<file path="src/rtl/ctat_pkg.sv">
// Constants and types of the host-side tag command issuer.
// Assumes a byte-serial command link to the coupler, one byte a handshake.
package ctat_pkg;
    localparam logic [7:0] CLA_PROP = 8'hff;
    localparam logic [7:0] INS_READ = 8'hb0;
    localparam logic [7:0] INS_UPDATE = 8'hd6;
    localparam logic [7:0] INS_SLOT = 8'hfb;
    localparam logic [7:0] INS_PASS = 8'hfe;
    localparam logic [7:0] SLOT_RESET_P1 = 8'h10;
    localparam logic [7:0] SLOT_RESET_P2 = 8'h02;
    localparam logic [7:0] SLOT_TCL_P1 = 8'h20;
    localparam logic [7:0] SLOT_TCL_P2 = 8'h01;
    localparam logic [7:0] LE_WHOLE_DATA = 8'h78;
    localparam logic [7:0] LE_WHOLE_FULL = 8'h7a;
    localparam logic [7:0] LE_SEGMENT = 8'h80;
    localparam logic [7:0] LE_BLOCK = 8'h08;
    localparam logic [7:0] LE_BYTE = 8'h01;
    localparam logic [7:0] LEN_PAGE = 8'h04;
    localparam logic [7:0] P1_XOR = 8'h80;
    localparam logic [7:0] HDR_STATIC = 8'h11;
    localparam logic [3:0] HDR_FAMILY = 4'h1;
    localparam logic [15:0] SW_OK = 16'h9000;
    localparam logic [7:0] PROBE_STEP = 8'h04;
    localparam logic [7:0] PROBE_LAST = 8'hfc;
    localparam logic [8:0] PROBE_FULL = 9'h100;
    localparam logic [3:0] FRAME_HDR = 4'h5;
    localparam int FRAME_MAX = 13;
    localparam int HEAD_BYTES = 8;
    localparam logic [2:0] HEAD_IDX_MAX = 3'h7;

    typedef enum logic [3:0] {
        OP_PAGE_READ = 4'h0,
        OP_PAGE_WRITE = 4'h1,
        OP_PROBE = 4'h2,
        OP_HDR_FETCH = 4'h3,
        OP_WHOLE_READ = 4'h4,
        OP_BYTE_READ = 4'h5,
        OP_SEG_READ = 4'h6,
        OP_BLOCK_READ = 4'h7,
        OP_BYTE_WRITE = 4'h8,
        OP_BLOCK_WRITE = 4'h9,
        OP_SLOT_RESET = 4'ha,
        OP_SLOT_TCL = 4'hb,
        OP_PASS = 4'hc
    } ctat_op_t;

    typedef enum logic [2:0] {
        S_IDLE = 3'b000,
        S_SEND = 3'b001,
        S_WAIT = 3'b011,
        S_EVAL = 3'b010,
        S_FIN = 3'b110
    } ctat_state_t;
endpackage

</file>
<file path="src/rtl/ctat_rsp_sink.sv">
// Response collector: keeps the first eight bytes and the trailing status word.
// Assumes rx_last marks the final byte of every response frame.
`timescale 1ns/10ps
module ctat_rsp_sink
    import ctat_pkg::*;
(
    input wire logic core_clk,
    input wire logic rst,
    input wire logic rx_valid,
    input wire logic [7:0] rx_data,
    input wire logic rx_last,
    output logic rsp_done,
    output logic [63:0] rsp_head,
    output logic [15:0] rsp_sw
);
    logic [3:0] idx;

    always_ff @(posedge core_clk or posedge rst) begin
        if (rst) begin
            idx <= 4'h0;
            rsp_head <= 64'h0;
            rsp_sw <= 16'h0;
            rsp_done <= 1'b0;
        end else begin
            rsp_done <= rx_valid && rx_last;
            if (rx_valid) begin
                rsp_sw <= {rsp_sw[7:0], rx_data};
                if (idx < 4'(HEAD_BYTES))
                    rsp_head[63 - 8 * idx[2:0] -: 8] <= rx_data;
                if (rx_last)
                    idx <= 4'h0;
                else if (idx < 4'(HEAD_BYTES))
                    idx <= idx + 4'h1;
            end
        end
    end
endmodule

</file>
<file path="src/rtl/ctat_host.sv">
// Host issuer of read, update, slot and passthrough frames to a tag coupler.
// Assumes the coupler answers every frame with a two-byte status word, preceded by data for read frames only.
// Operation
// Page tag P1 is the sector; zero when tag has one sector.
// Page read length multiple of four; zero yields sixteen bytes.
// Le 0x40 or 0x90 returns whole page-tag data area.
// Page update writes one page at P2 with exactly four bytes.
// Page memory in four-byte pages, 256-page sectors.
// Probe capacity reading upward; wrap shows as pages 16,17 matching 0,1.
// Static header tag: 120 bytes, whole, byte and byte-write functions only.
// Dynamic header tag adds block, segment and eight-byte write functions.
// Header 0x11 static, 0x1y dynamic, others reserved.
// Fetch the first header byte before any data access.
// Whole read with Le 0 or 0x78 returns 120 data bytes.
// Whole read with Le 0x7A returns both header bytes and data.
// Byte read Le 1 at byte address 0 to 127.
// Segment read Le 0x80, address multiple of 128, dynamic only.
// Block read Le 8, address multiple of eight, dynamic only.
// Level 0 card takes native commands in passthrough with P1 zero.
// After personalisation request field reset with slot parameters 10,02.
// Level 1 AES authentication via passthrough with P1 one.
// Raise level by forcing session with slot parameters 20,01.
// Level 2 only through raw slot and passthrough instructions.
// Level 3 native commands in passthrough with P1 zero.
// Triple-DES authentication relayed via passthrough with P1 one.
// Byte update of length one, P1 zero, erases and writes.
// P1 bit 7 selects the exclusive-or write.
// Dynamic eight-byte update at address multiple of eight.
// Mismatched length or alignment is refused with an error.
`timescale 1ns/10ps
module ctat_host
    import ctat_pkg::*;
(
    input wire logic core_clk,
    input wire logic rst,
    input wire logic req_valid,
    input wire logic [3:0] req_op,
    input wire logic [7:0] req_sector,
    input wire logic [15:0] req_addr,
    input wire logic [7:0] req_len,
    input wire logic req_xor,
    input wire logic [63:0] req_data,
    input wire logic multi_sector,
    input wire logic tx_ready,
    input wire logic rx_valid,
    input wire logic [7:0] rx_data,
    input wire logic rx_last,
    output logic req_ready,
    output logic tx_valid,
    output logic [7:0] tx_data,
    output logic tx_last,
    output logic done,
    output logic done_ok,
    output logic refused,
    output logic [15:0] status_word,
    output logic hdr_known,
    output logic hdr_dynamic,
    output logic [7:0] header_byte_first,
    output logic [8:0] capacity_pages
);
    ctat_state_t state;
    ctat_op_t cur_op;
    logic [7:0] frame [0:FRAME_MAX-1];
    logic [3:0] frame_len;
    logic [3:0] idx;
    logic [7:0] page;
    logic [63:0] ref_head;
    logic cur_multi;
    logic rsp_done;
    logic [63:0] rsp_head;
    logic [15:0] rsp_sw;
    logic accept;
    logic legal;
    logic rsp_ok;

    function automatic logic ctat_is_type1(input logic [3:0] op);
        return op inside {OP_WHOLE_READ, OP_BYTE_READ, OP_SEG_READ, OP_BLOCK_READ,
                          OP_BYTE_WRITE, OP_BLOCK_WRITE};
    endfunction

    function automatic logic ctat_legal(input logic [3:0] op, input logic [7:0] sec,
                                        input logic [15:0] addr, input logic [7:0] len,
                                        input logic multi, input logic known,
                                        input logic dyn);
        logic ok;
        ok = 1'b0;
        case (op)
            // whole pages only
            OP_PAGE_READ: ok = (len[1:0] == 2'b00) && (multi || sec == 8'h00);
            OP_PAGE_WRITE: ok = (len == LEN_PAGE) && (multi || sec == 8'h00);
            OP_PROBE: ok = multi || sec == 8'h00;
            OP_HDR_FETCH: ok = 1'b1;
            OP_WHOLE_READ: ok = len inside {8'h00, LE_WHOLE_DATA, LE_WHOLE_FULL};
            OP_BYTE_READ: ok = (addr[15:7] == 9'h0);
            OP_BYTE_WRITE: ok = (addr[15:7] == 9'h0);
            // dynamic-only functions
            OP_SEG_READ: ok = dyn && (addr[6:0] == 7'h0);
            OP_BLOCK_READ: ok = dyn && (addr[2:0] == 3'h0);
            OP_BLOCK_WRITE: ok = dyn && (addr[15] == 1'b0) && (addr[2:0] == 3'h0);
            OP_SLOT_RESET: ok = 1'b1;
            OP_SLOT_TCL: ok = 1'b1;
            // raw passthrough only
            OP_PASS: ok = (sec[7:1] == 7'h0) && (len != 8'h00) && (len <= 8'h08);
            default: ok = 1'b0;
        endcase
        // header first
        if (ctat_is_type1(op) && !known)
            ok = 1'b0;
        return ok;
    endfunction

    assign accept = req_valid && req_ready;
    // refuse mismatch
    assign legal = ctat_legal(req_op, req_sector, req_addr, req_len, multi_sector,
                              hdr_known, hdr_dynamic);
    assign rsp_ok = (rsp_sw == SW_OK);

    ctat_rsp_sink u_sink (
        .core_clk(core_clk),
        .rst(rst),
        .rx_valid(rx_valid),
        .rx_data(rx_data),
        .rx_last(rx_last),
        .rsp_done(rsp_done),
        .rsp_head(rsp_head),
        .rsp_sw(rsp_sw)
    );

    // Frame assembly at acceptance and probe re-issue
    always_ff @(posedge core_clk or posedge rst) begin
        if (rst) begin
            for (int i = 0; i < FRAME_MAX; i++)
                frame[i] <= 8'h00;
            frame_len <= FRAME_HDR;
        end else if (accept && legal) begin
            frame[0] <= CLA_PROP;
            frame[1] <= INS_READ;
            frame[2] <= 8'h00;
            frame[3] <= req_addr[7:0];
            frame[4] <= req_len;
            frame_len <= FRAME_HDR;
            for (int i = 0; i < HEAD_BYTES; i++)
                frame[5 + i] <= req_data[63 - 8 * i -: 8];
            case (req_op)
                // sector byte
                OP_PAGE_READ: frame[2] <= req_sector;
                OP_PAGE_WRITE: begin
                    // one page
                    frame[1] <= INS_UPDATE;
                    frame[2] <= req_sector;
                    frame[4] <= LEN_PAGE;
                    frame_len <= FRAME_HDR + 4'h4;
                end
                OP_PROBE: begin
                    frame[2] <= req_sector;
                    frame[3] <= 8'h00;
                    frame[4] <= 8'h00;
                end
                OP_HDR_FETCH: begin
                    // full frame
                    frame[3] <= 8'h00;
                    frame[4] <= LE_WHOLE_FULL;
                end
                // whole read
                OP_WHOLE_READ: frame[3] <= 8'h00;
                // byte read
                OP_BYTE_READ: frame[4] <= LE_BYTE;
                OP_SEG_READ: begin
                    // segment read
                    frame[2] <= req_addr[15:8];
                    frame[4] <= LE_SEGMENT;
                end
                OP_BLOCK_READ: begin
                    // block read
                    frame[2] <= req_addr[15:8];
                    frame[4] <= LE_BLOCK;
                end
                OP_BYTE_WRITE: begin
                    // byte write
                    frame[1] <= INS_UPDATE;
                    frame[2] <= req_xor ? P1_XOR : 8'h00;
                    frame[4] <= LE_BYTE;
                    frame_len <= FRAME_HDR + 4'h1;
                end
                OP_BLOCK_WRITE: begin
                    // block write
                    frame[1] <= INS_UPDATE;
                    frame[2] <= {req_xor, req_addr[14:8]};
                    frame[4] <= LE_BLOCK;
                    frame_len <= FRAME_HDR + 4'h8;
                end
                OP_SLOT_RESET: begin
                    // field reset
                    frame[1] <= INS_SLOT;
                    frame[2] <= SLOT_RESET_P1;
                    frame[3] <= SLOT_RESET_P2;
                    frame[4] <= 8'h00;
                end
                OP_SLOT_TCL: begin
                    // force session
                    frame[1] <= INS_SLOT;
                    frame[2] <= SLOT_TCL_P1;
                    frame[3] <= SLOT_TCL_P2;
                    frame[4] <= 8'h00;
                end
                OP_PASS: begin
                    // passthrough
                    frame[1] <= INS_PASS;
                    frame[2] <= req_sector;
                    frame[3] <= 8'h00;
                    frame_len <= FRAME_HDR + req_len[3:0];
                end
                default: frame[4] <= 8'h00;
            endcase
        end else if (state == S_EVAL && cur_op == OP_PROBE) begin
            frame[3] <= page + PROBE_STEP;
        end
    end

    // Sequencing, link bytes and results
    always_ff @(posedge core_clk or posedge rst) begin
        if (rst) begin
            state <= S_IDLE;
            cur_op <= OP_PAGE_READ;
            cur_multi <= 1'b0;
            idx <= 4'h0;
            page <= 8'h00;
            ref_head <= 64'h0;
            req_ready <= 1'b1;
            tx_valid <= 1'b0;
            tx_data <= 8'h00;
            tx_last <= 1'b0;
            done <= 1'b0;
            done_ok <= 1'b0;
            refused <= 1'b0;
            status_word <= 16'h0;
            hdr_known <= 1'b0;
            hdr_dynamic <= 1'b0;
            header_byte_first <= 8'h00;
            capacity_pages <= 9'h0;
        end else begin
            done <= 1'b0;
            case (state)
                S_IDLE: begin
                    if (accept) begin
                        req_ready <= 1'b0;
                        cur_op <= ctat_op_t'(req_op);
                        cur_multi <= multi_sector;
                        idx <= 4'h0;
                        page <= 8'h00;
                        refused <= !legal;
                        state <= legal ? S_SEND : S_FIN;
                    end
                end
                S_SEND: begin
                    if (!tx_valid) begin
                        tx_valid <= 1'b1;
                        tx_data <= frame[idx];
                        tx_last <= (idx == frame_len - 4'h1);
                    end else if (tx_ready) begin
                        if (tx_last) begin
                            tx_valid <= 1'b0;
                            tx_last <= 1'b0;
                            state <= S_WAIT;
                        end else begin
                            idx <= idx + 4'h1;
                            tx_data <= frame[idx + 4'h1];
                            tx_last <= (idx + 4'h1 == frame_len - 4'h1);
                        end
                    end
                end
                S_WAIT: begin
                    if (rsp_done)
                        state <= S_EVAL;
                end
                S_EVAL: begin
                    status_word <= rsp_sw;
                    done_ok <= rsp_ok;
                    state <= S_FIN;
                    case (cur_op)
                        OP_HDR_FETCH: begin
                            // header decode
                            header_byte_first <= rsp_head[63:56];
                            hdr_known <= rsp_ok && rsp_head[63:60] == HDR_FAMILY;
                            hdr_dynamic <= rsp_ok && rsp_head[63:60] == HDR_FAMILY
                                           && rsp_head[63:56] != HDR_STATIC;
                            done_ok <= rsp_ok && rsp_head[63:60] == HDR_FAMILY;
                        end
                        OP_SLOT_RESET: hdr_known <= 1'b0;
                        OP_PROBE: begin
                            // probe and wrap check
                            done_ok <= 1'b1;
                            if (!rsp_ok) begin
                                capacity_pages <= {1'b0, page};
                            end else if (page != 8'h00 && rsp_head == ref_head) begin
                                capacity_pages <= {1'b0, page};
                            end else if (page == PROBE_LAST) begin
                                capacity_pages <= PROBE_FULL;
                            end else begin
                                if (page == 8'h00)
                                    ref_head <= rsp_head;
                                page <= page + PROBE_STEP;
                                idx <= 4'h0;
                                state <= S_SEND;
                            end
                        end
                        default: done_ok <= rsp_ok;
                    endcase
                end
                S_FIN: begin
                    done <= 1'b1;
                    if (refused)
                        done_ok <= 1'b0;
                    req_ready <= 1'b1;
                    state <= S_IDLE;
                end
                default: state <= S_IDLE;
            endcase
        end
    end

    property p_refuse;
        @(posedge core_clk) disable iff (rst)
        (accept && !legal) |-> ##2 (done && !done_ok && refused);
    endproperty
    a_refuse: assert property (p_refuse) else $error("illegal request not refused");

    property p_sector;
        @(posedge core_clk) disable iff (rst)
        (state == S_SEND && (cur_op == OP_PAGE_READ || cur_op == OP_PAGE_WRITE) && !cur_multi)
            |-> frame[2] == 8'h00;
    endproperty
    a_sector: assert property (p_sector) else $error("nonzero sector on single-sector tag");

    property p_page_read;
        @(posedge core_clk) disable iff (rst)
        (state == S_SEND && cur_op == OP_PAGE_READ) |-> frame[4][1:0] == 2'b00;
    endproperty
    a_page_read: assert property (p_page_read) else $error("page read length not x4");

    property p_page_write;
        @(posedge core_clk) disable iff (rst)
        (state == S_SEND && cur_op == OP_PAGE_WRITE) |-> frame_len == 4'h9 && frame[4] == 8'h04;
    endproperty
    a_page_write: assert property (p_page_write) else $error("page update not four bytes");

    property p_header_first;
        @(posedge core_clk) disable iff (rst)
        (state == S_SEND && ctat_is_type1(cur_op)) |-> hdr_known;
    endproperty
    a_header_first: assert property (p_header_first) else $error("data access before header");

    property p_byte_read;
        @(posedge core_clk) disable iff (rst)
        (state == S_SEND && cur_op == OP_BYTE_READ)
            |-> frame[2] == 8'h00 && !frame[3][7] && frame[4] == 8'h01;
    endproperty
    a_byte_read: assert property (p_byte_read) else $error("byte read address out of range");

    property p_seg_read;
        @(posedge core_clk) disable iff (rst)
        (state == S_SEND && cur_op == OP_SEG_READ)
            |-> hdr_dynamic && frame[3][6:0] == 7'h0 && frame[4] == 8'h80;
    endproperty
    a_seg_read: assert property (p_seg_read) else $error("segment read misaligned");

    property p_block_read;
        @(posedge core_clk) disable iff (rst)
        (state == S_SEND && cur_op == OP_BLOCK_READ)
            |-> hdr_dynamic && frame[3][2:0] == 3'h0 && frame[4] == 8'h08;
    endproperty
    a_block_read: assert property (p_block_read) else $error("block read misaligned");

    property p_slot_reset;
        @(posedge core_clk) disable iff (rst)
        (state == S_SEND && cur_op == OP_SLOT_RESET) |-> frame[2] == 8'h10 && frame[3] == 8'h02;
    endproperty
    a_slot_reset: assert property (p_slot_reset) else $error("field reset parameters wrong");

    property p_probe_wrap;
        @(posedge core_clk) disable iff (rst)
        (state == S_EVAL && cur_op == OP_PROBE && rsp_ok && page != 8'h00 && rsp_head == ref_head)
            |=> state == S_FIN && capacity_pages == {1'b0, $past(page)} ##1 done;
    endproperty
    a_probe_wrap: assert property (p_probe_wrap) else $error("wrap not taken as capacity");
endmodule

</file>
<file path="config.mk">
export PLATFORM = sky130hd
export DESIGN_NAME = ctat_host
export DESIGN_NICKNAME = d
export VERILOG_FILES = /design/src/rtl/ctat_pkg.sv /design/src/rtl/ctat_rsp_sink.sv /design/src/rtl/ctat_host.sv
export SDC_FILE = /design/constraint.sdc
export NUM_CORES = 1
export LEC_CHECK = 0
export BUFFER_PORTS_ARGS = -buffer_cell sky130_fd_sc_hd__buf_2
export CAP_MARGIN = 20
export CORE_MARGIN = 4
export CORE_UTILIZATION = 54
export DETAILED_ROUTE_END_ITERATION = 8
export GPL_TIMING_DRIVEN = 0
export PLACE_DENSITY = 0.84
export SETUP_SLACK_MARGIN = 0.5
export SYNTH_ARGS = -nofsm -noshare
export SYNTH_HDL_FRONTEND = slang
export SYNTH_SLANG_ARGS = --single-unit
export TNS_END_PERCENT = 5
</file>
<file path="constraint.sdc">
create_clock -name core_clk -period 10.4 [get_ports core_clk]
set_clock_uncertainty 0.2 [all_clocks]
set_input_delay 1.56 -clock core_clk [delete_from_list [all_inputs] [get_ports core_clk]]
set_output_delay 1.56 -clock core_clk [all_outputs]
set_load 0.03 [all_outputs]
</file>
==> results.toml, run 1 <==
[run_status]
status = "finished clean"

[logic_synthesis]
yosys.area.top_type_share_pct = 50.3
ys.warnings.count = 0
synthesis.instances = 1315
netlist_area_mm2 = 0.0154
ys_seq_elements = 312
avgSynthCellArea_um2 = 11.7
yosysTopAreaCell = "dfrtp_1"
synth.area.top_cells = "dfrtp_1 50%, mux2_2 9.2%, mux4_2 5.6%, mux2_1 3.7%, nand2_1 3.6%"
synth.distinct_cells = 68
synth_edf_count = 0
synthFlopType = "dfrtp_1"
async_reset_ff_share_pct = 100
synth-seq-area-share_pct = 50.9
syn_nets = 1444

[setup_path]
crit_path_end_kind = "register"
crit_fanout = 10
crit-reg2reg-capture = "tx_data[6]"
crit_end = "frame[67]"
rrSetupSlack_ps = 7020
crit_type = "in2reg"
r2r_start = "idx[1]"
start_kind = "input pin"
worstPathRequired_ps = 10620
worstPathArrival_ps = 4150
cp-startpoint = "req_addr[1]"
rr_worst_depth = 8

[clocking]
post_cts_resized = 0
worstSkewPairLatency_ps = 550
clock_path_buffers = 3
htreeDepth = 2
cts_made_buffers = 35
cts.sinks = 312
holdBufCountCts = 0
cts.clk_slew.worst_paths_ps = 60
cts_setup_buffers = 0
cts_root_buf = "clkbuf_16"
cts_tree = "built"

[power]
power.share.clock_pct = 30.2
switchingPower_uw = 1600
p_comb_share_pct = 29.7
power.total_uw = 4600
swShare_pct = 34.7
p_per_area_mw_per_mm2 = 253
seqPwrFrac_pct = 40.0
ir_drop_v = 0.000195
p_int_uw = 3000
leakage_uw = 0.00853

[grt]
first_global_vias = 12400
overflow = 0
grt_pass1_wl_mm = 71.6
antenna_found_initial = 3
grt_usage_pct = 29.5
grt_max_degree = 45

[drt]
ant_nets = 0
viasPerCell = 6.33
drt-total-wl_mm = 46.3
wl_per_cell_um = 24.0
dr.first_iter.drc_count = 1438
vias = 12200
drtPass1Iterations = 6
drc = 0

[sta]
max_freq_mhz = 255
worst_slack_ps = 6470
min_period_ps = 3930
worstMarginPinSlew_ps = 963
tns_ps = 0
holdWs_ps = 282
slew_viol_final = 0
slew_headroom_pct = 34.9
setup-violations-final = 0
finalHoldViolations = 0
rsz0062_at_grt = "no"
period_share_pct = 37.8

[flow_run]
cap_violations = 0

[placed_design]
io_buffers = 163
gp_congestion = 1.00
dpl_worst_slack_ps = 6050
dpl.hpwl_mm = 33.8

[min_path]
worstHoldPathType = "reg2reg"

[die]
core_area_mm2 = 0.0279
die_w_um = 177
fp.dieH_um = 177
io_pins = 165
rows = 61
die-area_mm2 = 0.0312
start_util_pct = 55.0

[finish]
drive_above_1_share_pct = 28.6
final_nets = 1654
fill_cells = 2102
area_growth_pct = 18.1
## area by class of cell
class / count / area (um^2) / area share (%)
Antenna cell: 2 / 5.00 / 0.0276
Buffer: 76 / 374 / 2.06
Clock buffer: 47 / 1000 / 5.52
Clock inverter: 17 / 314 / 1.73
Inverter: 24 / 93.8 / 0.517
Multi-Input combinational cell: 903 / 7090 / 39.1
Sequential cell: 312 / 7810 / 43.1
Tap cell: 378 / 473 / 2.61
Timing Repair Buffer: 173 / 986 / 5.43
## Yosys cell counts, drive strengths merged (13+ instances only)
master and n:
a21oi 48, a22o 24, buf 40, clkbuf 36, dfrtp 309, ha 13, inv 23, mux2 176
mux2i 30, mux4 38, nand2 148, nand3 31, nor2 46, nor3 16, nor4 21, o21ai 93
xnor2 31, xor2 52
## through the flow
step,utilization [%],std cells,cell area (um^2)
after global routing,65.0,1932,18100
after global placement,59.6,1856,16700
after CTS,64.9,1929,18100
after floorplan,-,1315,15400
final,65.0,1932,18100
after detailed placement,60.2,1865,16800
## placed cells by master, fill, tap and decap left out, types with 12 or more instances in the layout
master,instances
nand3_1,31
mux2_2,126
inv_1,20
ha_1,13
o21ai_0,92
xnor2_1,31
mux2i_1,30
xor2_1,52
clkbuf_16,35
a21oi_1,48
nor3_1,15
clkbuf_1,40
a31oi_1,12
and3_1,12
a22o_1,24
mux2_1,50
nor4_1,20
nand2_1,148
mux4_2,38
nor2_1,45
dfrtp_1,309
buf_2,188
## power groups by stage
| stage | logic (uW) | registers, uW | clock network [uW] |
|---|---|---|---|
| after floorplan | 851 | 1840 | 0 |
| after global placement | 1300 | 1810 | 0 |
| after detailed placement | 1330 | 1840 | 0 |
| after CTS | 1350 | 1820 | 1400 |
| after global routing | 1470 | 1870 | 1450 |
| final | 1370 | 1840 | 1390 |
## critical path: stages
cell      delay, ps
buf_2           140
nor4b_1         660
a41oi_1         320
o32ai_1         290
o31ai_4         210
nor2_4          180
buf_6           210
buf_6           190
o221ai_1        220
o21a_1          180
## routing by layer
layer | wire [um] | vias up | GRT usage (%)
li1 | - | 5209 | -
met5 | 11 | - | 0
met1 | 19100 | 6196 | 42.0
met2 | 20700 | 703 | 44.0
met4 | 1570 | 2 | 9.96
met3 | 4900 | 126 | 8.35
## how the worst min path moves through the flow
| stage | slack [ps] | startpoint | end | cells past startpoint |
|---|---|---|---|---|
| 2_1_floorplan | 260 | cur_op[1] | cur_op[1] | 2 |
| 3_3_place_gp | 270 | tx_data[0] | tx_data[0] | 2 |
| 3_5_place_dp | 270 | tx_data[4] | tx_data[4] | 2 |
| 4_1_cts | 290 | tx_data[6] | tx_data[6] | 2 |
| 5_1_grt | 310 | capacity_pages[3] | capacity_pages[3] | 1 |
| 6_report | 280 | tx_data[6] | tx_data[6] | 2 |
## sequential cells by signal, indices dropped and copies added, names as in the netlist
name / flops
done_ok: 1
frame_len: 4
done: 1
tx_valid: 1
page: 6
state: 3
hdr_dynamic: 1
refused: 1
hdr_known: 1
capacity_pages: 8
ref_head: 64
u_sink.rsp_sw: 16
u_sink.idx: 4
idx: 4
cur_op: 4
frame: 94
u_sink.rsp_done: 1
tx_last: 1
u_sink.rsp_head: 64
tx_data: 8
req_ready: 1
header_byte_first: 8
status_word: 16
## cell families after synthesis
family                     after synthesis  share of synthesized area (%)
muxes                                  244                           20.4
adders and majority gates               13                           1.06
AOI/OAI and AO/OA                      241                           9.85
DFF                                    312                           50.9
buffers and inverters                  100                           3.02
and+or+nand+nor                        322                           10.1
xor gates and xnor gates                83                           4.73
(Power assumes the default switching activity.)
==> inputs of run 2 (changes only) <==
- clock period: 10.4 -> 3.49 ns (I/O delays scaled with it)
==> run 2 against run 1 <==
Compared with the run above: hold slack lost 280 ps; register-to-register slack worse by 6600 ps; global-route usage grew 0.065 points; die area unchanged; critical path depth down 1; sequential power grew to 3.0 times the previous value; clock-buffer cell count stayed put; sequential cell count unchanged; clock power rose to 3.0 times the previous value; worst setup slack lost 6100 ps; non-clock buffer count grew 9.
==> results.toml, run 2 (same netlist as run 1, synthesis figures left out) <==
[run_status]
status = "finished clean"

[clocking]
htreeDepth = 2
cts_root_buf = "clkbuf_16"
clock_path_buffers = 3
cts_made_buffers = 35
cts.sinks = 312
cts.clk_slew.worst_paths_ps = 60
worstSkewPairLatency_ps = 550
cts_tree = "built"

[setup_path]
worstPathArrival_ps = 3290
path_depth = 9
crit_type = "reg2reg"
cp_cell_sequence = "nor4b_1 > a41oi_1 > o32ai_1 > o31ai_4 > nor2_4 > buf_6 > buf_6 > o221ai_1 > o21a_1"
rr_worst_depth = 9
slowest_stage = "nor4b_1"
crit-reg2reg-capture = "frame[67]"
rrSetupSlack_ps = 420
cp_slowest_stage_delay_ps = 590
worstPathRequired_ps = 3710
crit_path_end_kind = "register"
worst-path-buf-inv = 2
crit_fanout = 10
r2r_start = "hdr_dynamic"
crit_family = "compound AO/OA/AOI/OAI gates"
crit_top_cell = "buf_6"
cp-startpoint = "hdr_dynamic"
start_kind = "register"
crit_end = "frame[67]"

[drt]
vias = 12200
wl_per_cell_um = 23.9
viasPerCell = 6.31
drt-total-wl_mm = 46.4
drtPass1Iterations = 7
dr.first_iter.drc_count = 1418
ant_nets = 0
drc = 0

[power]
p_per_area_mw_per_mm2 = 751
ir_drop_v = 0.000578
leakage_uw = 0.00859

[finish]
final_nets = 1663
top_regs = "frame (94), ref_head (64), u_sink.rsp_head (64)"
area_growth_pct = 18.8
final_common_cell = "dfrtp_1"
multiInputGateArea_mm2 = 0.00709
drive_above_1_share_pct = 29.0
layoutNonFillerInstCount = 1941
largest_register_ffs = 94
fill_cells = 2084
register_area_mm2 = 0.00781
final_cell_mix = "309 x dfrtp_1, 189 x buf_2, 148 x nand2_1"
regMostFlops = "frame"

[flow_run]
cap_violations = 0

[sta]
rsz0062_at_grt = "yes"
tns_ps = 0
slew_viol_final = 0
worst_slack_ps = 419
max_freq_mhz = 326
worstMarginPinSlew_ps = 863
holdWs_ps = 5.80
finalHoldViolations = 0
setup-violations-final = 0
slew_headroom_pct = 41.6
min_period_ps = 3070
period_share_pct = 88.0

[placed_design]
dpl_worst_slack_ps = 130
io_buffers = 163
gp_congestion = 1.00
dp.cells = 1865
dpl.hpwl_mm = 33.8

[grt]
grt_usage_pct = 29.6
overflow = 0
groute.layer.met1.usage_pct = 41.8
busiest_layer = "met2"
grt_pass1_wl_mm = 71.7
grt_use_met2_pct = 44.2
grt_max_degree = 45
first_global_vias = 12400
grt_util_met3_pct = 8.61
antenna_found_initial = 3

[die]
io_pins = 165
core_area_mm2 = 0.0279
die-area_mm2 = 0.0312
fp.dieH_um = 177
rows = 61
start_util_pct = 55.0
die_w_um = 177

[min_path]
worstHoldPathType = "in2reg"
[run 2: repair_timing]
item / 4_1_cts / 5_1_grt
hold buffers: 7 / 1
hold endpoints to repair: 29 / 1
resized for setup: 2 / 9
gates cloned: 0 / 0
pin swaps: 0 / 1
setup buffers: 0 / 1
setup endpoints to repair: 35 / 151
[run 2: layer usage]
layer	up-vias	share of wire, %
li1	5219	-
met1	6202	41
met2	698	45
met3	124	11
met4	2	3.6
met5	-	0.026
[run 2: power breakdown]
| part | total [uW] | switching (uW) | internal [uW] |
|---|---|---|---|
| sequential | 5480 | 906 | 4570 |
| clock | 4150 | 1580 | 2570 |
| combinational | 4080 | 2270 | 1810 |
[run 2: cell type report]
class                   count  area share, %
diodes                      2         0.0274
clock inverters            17           1.72
inverters                  24          0.514
clock buffers              47           5.48
flip-flops and latches    312           42.8
multi-input cells         903           38.8
repair buffers            182           5.95
well taps                 378           2.59
plain buffers              76           2.09
[run 2: how the worst min path moves through the flow]
stage	end	from	depth (start not counted)
after global placement	tx_data[0]	tx_data[0]	2
after floorplan	cur_op[1]	cur_op[1]	2
final	frame[58]	req_data[58]	2
after detailed placement	tx_data[4]	tx_data[4]	2
after global routing	frame[28]	req_data[28]	2
after CTS	frame[33]	req_data[33]	2
[run 2: per-stage QoR]
step	power, uW	area [um^2]	utilization [%]
global placement	9260	16700	59.6
CTS	13600	18200	65.2
detailed placement	9430	16800	60.2
floorplan	8020	15400	-
finish	13700	18300	65.3
global route	14300	18300	65.3
==> inputs of run 3 (changes only) <==
- clock period: 3.49 -> 2.7 ns (I/O delays scaled with it)
==> run 3 against run 2 <==
Compared with the run above: via count grew 8.5%; clock-buffer cell count is the same; clock power grew 30%; register-to-register slack lost 370 ps; global-route usage grew 3.3 points; non-clock buffer count grew 113; routed wire length grew 15%; final cell count grew 5.9%; first-iteration DRC count grew 43%; combinational power grew 53%; sequential cell count is the same; highest routed layer unchanged.
==> results.toml, run 3 (same netlist as run 1, synthesis figures left out) <==
[clocking]
cts_root_buf = "clkbuf_16"
clock_path_buffers = 3
cts.sinks = 312
worstSkewPairLatency_ps = 550
htreeDepth = 2
cts_tree = "built"
cts_made_buffers = 35
cts.clk_slew.worst_paths_ps = 60

[setup_path]
cp_slowest_stage_delay_ps = 610
cp-startpoint = "ref_head[44]"
cp_cell_sequence = "xor2_1 > nor4_1 > nand2_1 > or4_4 > nor2_4 > nor3_4 > buf_6 > mux2i_4"
slowest_stage = "or4_4"
rr_worst_depth = 8
crit_end = "page[2]"
worstPathArrival_ps = 2860
worstPathRequired_ps = 2920
crit_type = "reg2reg"
rrSetupSlack_ps = 50
crit-reg2reg-capture = "page[2]"
worst-path-buf-inv = 1
r2r_start = "ref_head[44]"
start_kind = "register"
crit_family = "simple AND/OR/NAND/NOR gates"
path_depth = 8
crit_fanout = 5
crit_path_end_kind = "register"

[sta]
setup-violations-final = 0
tns_ps = 0
slew_viol_final = 0
period_share_pct = 98.1
worst_slack_ps = 50.5
slew_headroom_pct = 40.1
worstMarginPinSlew_ps = 892
rsz0062_at_grt = "yes"
finalHoldViolations = 0
max_freq_mhz = 377
min_period_ps = 2650

[flow_run]
cap_violations = 0

[power]
seqPwrFrac_pct = 38.1
leakage_uw = 0.00932
p_comb_share_pct = 33.2
power.total_uw = 18800
p_int_uw = 12100
p_per_area_mw_per_mm2 = 935
ir_drop_v = 0.000760
switchingPower_uw = 6680
swShare_pct = 35.5
power.share.clock_pct = 28.7

[drt]
drt-total-wl_mm = 53.3
wl_per_cell_um = 25.9
vias = 13300
ant_nets = 0
drc = 0
viasPerCell = 6.46
drtPass1Iterations = 5
dr.first_iter.drc_count = 2025

[finish]
area_growth_pct = 31.1
layoutNonFillerInstCount = 2055
final_cell_mix = "306 x dfrtp_1, 175 x buf_2, 145 x nand2_1"
drive_above_1_share_pct = 33.9
final_common_cell = "dfrtp_1"
largest_register_ffs = 94
regMostFlops = "frame"
final_area_mm2 = 0.0201
final_nets = 1776
top_regs = "frame (94), ref_head (64), u_sink.rsp_head (64)"

[die]
core_area_mm2 = 0.0279
rows = 61
die-area_mm2 = 0.0312
fp.dieH_um = 177
io_pins = 165
die_w_um = 177
start_util_pct = 55.0

[placed_design]
io_buffers = 163
dp.cells = 1865
place_area_mm2 = 0.0168
gp_congestion = 1.00
dpl_worst_slack_ps = -660
dpl.hpwl_mm = 33.8

[grt]
antenna_found_initial = 4
grt_pass1_wl_mm = 79.2
first_global_vias = 13600
overflow = 0
grt_usage_pct = 32.9
grt_max_degree = 45

[min_path]
hold_start = "rx_data[7]"
worstHoldPathType = "in2reg"

[run_status]
status = "finished clean"
run 3: cell count changes in the layout (fill, tap and decap cells not counted), moves of 8 or more:
cell and change:
buf_4 +35, buf_12 +13, dlygate4sd3_1 +65, clkbuf_1 -12
o21ai_0 -13, buf_2 -14, nor4_2 +8, o21ai_1 +10
nor4_1 -8, buf_6 +8
run 3: area by class of cell:
| cell class | count | area [um^2] |
|---|---|---|
| antenna | 3 | 7.51 |
| buffer | 76 | 637 |
| clock buffer | 47 | 1000 |
| clock inverter | 17 | 314 |
| fill | 1739 | 7800 |
| inverter | 24 | 95.1 |
| multi-input combinational | 903 | 7490 |
| sequential | 312 | 7820 |
| tap | 378 | 473 |
| timing repair buffer | 295 | 2300 |
run 3: tightest hold or removal path: stages:
cell	delay, ps
buf_2	170
nand2_1	90
o21ai_0	70
run 3: how the worst min path moves through the flow:
stage	cells past startpoint	to	slack [ps]
5_1_grt	3	frame[87]	30
3_5_place_dp	2	tx_data[4]	270
2_1_floorplan	2	cur_op[1]	260
3_3_place_gp	2	tx_data[0]	270
6_report	3	u_sink.rsp_head[15]	30
4_1_cts	3	frame[87]	4
run 3: per-stage QoR:
stage,hold slack (ps),utilization [%]
floorplan,263,-
global placement,272,59.6
detailed placement,275,60.2
CTS,3.57,70.7
global route,25.4,72.1
finish,28.1,72.1
run 3: power groups by stage:
stage	clock (uW)	sequential (uW)	combinational, uW
after floorplan	0	7080	3280
after global placement	0	6980	4990
after detailed placement	0	7080	5110
after CTS	5400	7040	5860
after global routing	5610	7260	6600
final	5400	7170	6250
run 3: layer usage:
layer	up-vias	part of all wire, %	track usage, %	wire, um
li1	5455	-	-	-
met5	-	0.064	0	34
met1	6643	38	44.7	20100
met2	954	46	51.6	24400
met4	4	5.3	12.3	2800
met3	229	11	8.40	5920
run 3: timing repair:
action                                  CTS  global route
gates cloned                              5             2
endpoints found under the setup margin  225           246
buffers inserted                         30            11
hold endpoints to repair                 94             0
pin swaps                                27            15
resized for setup                       145            44
hold buffers                             73             0
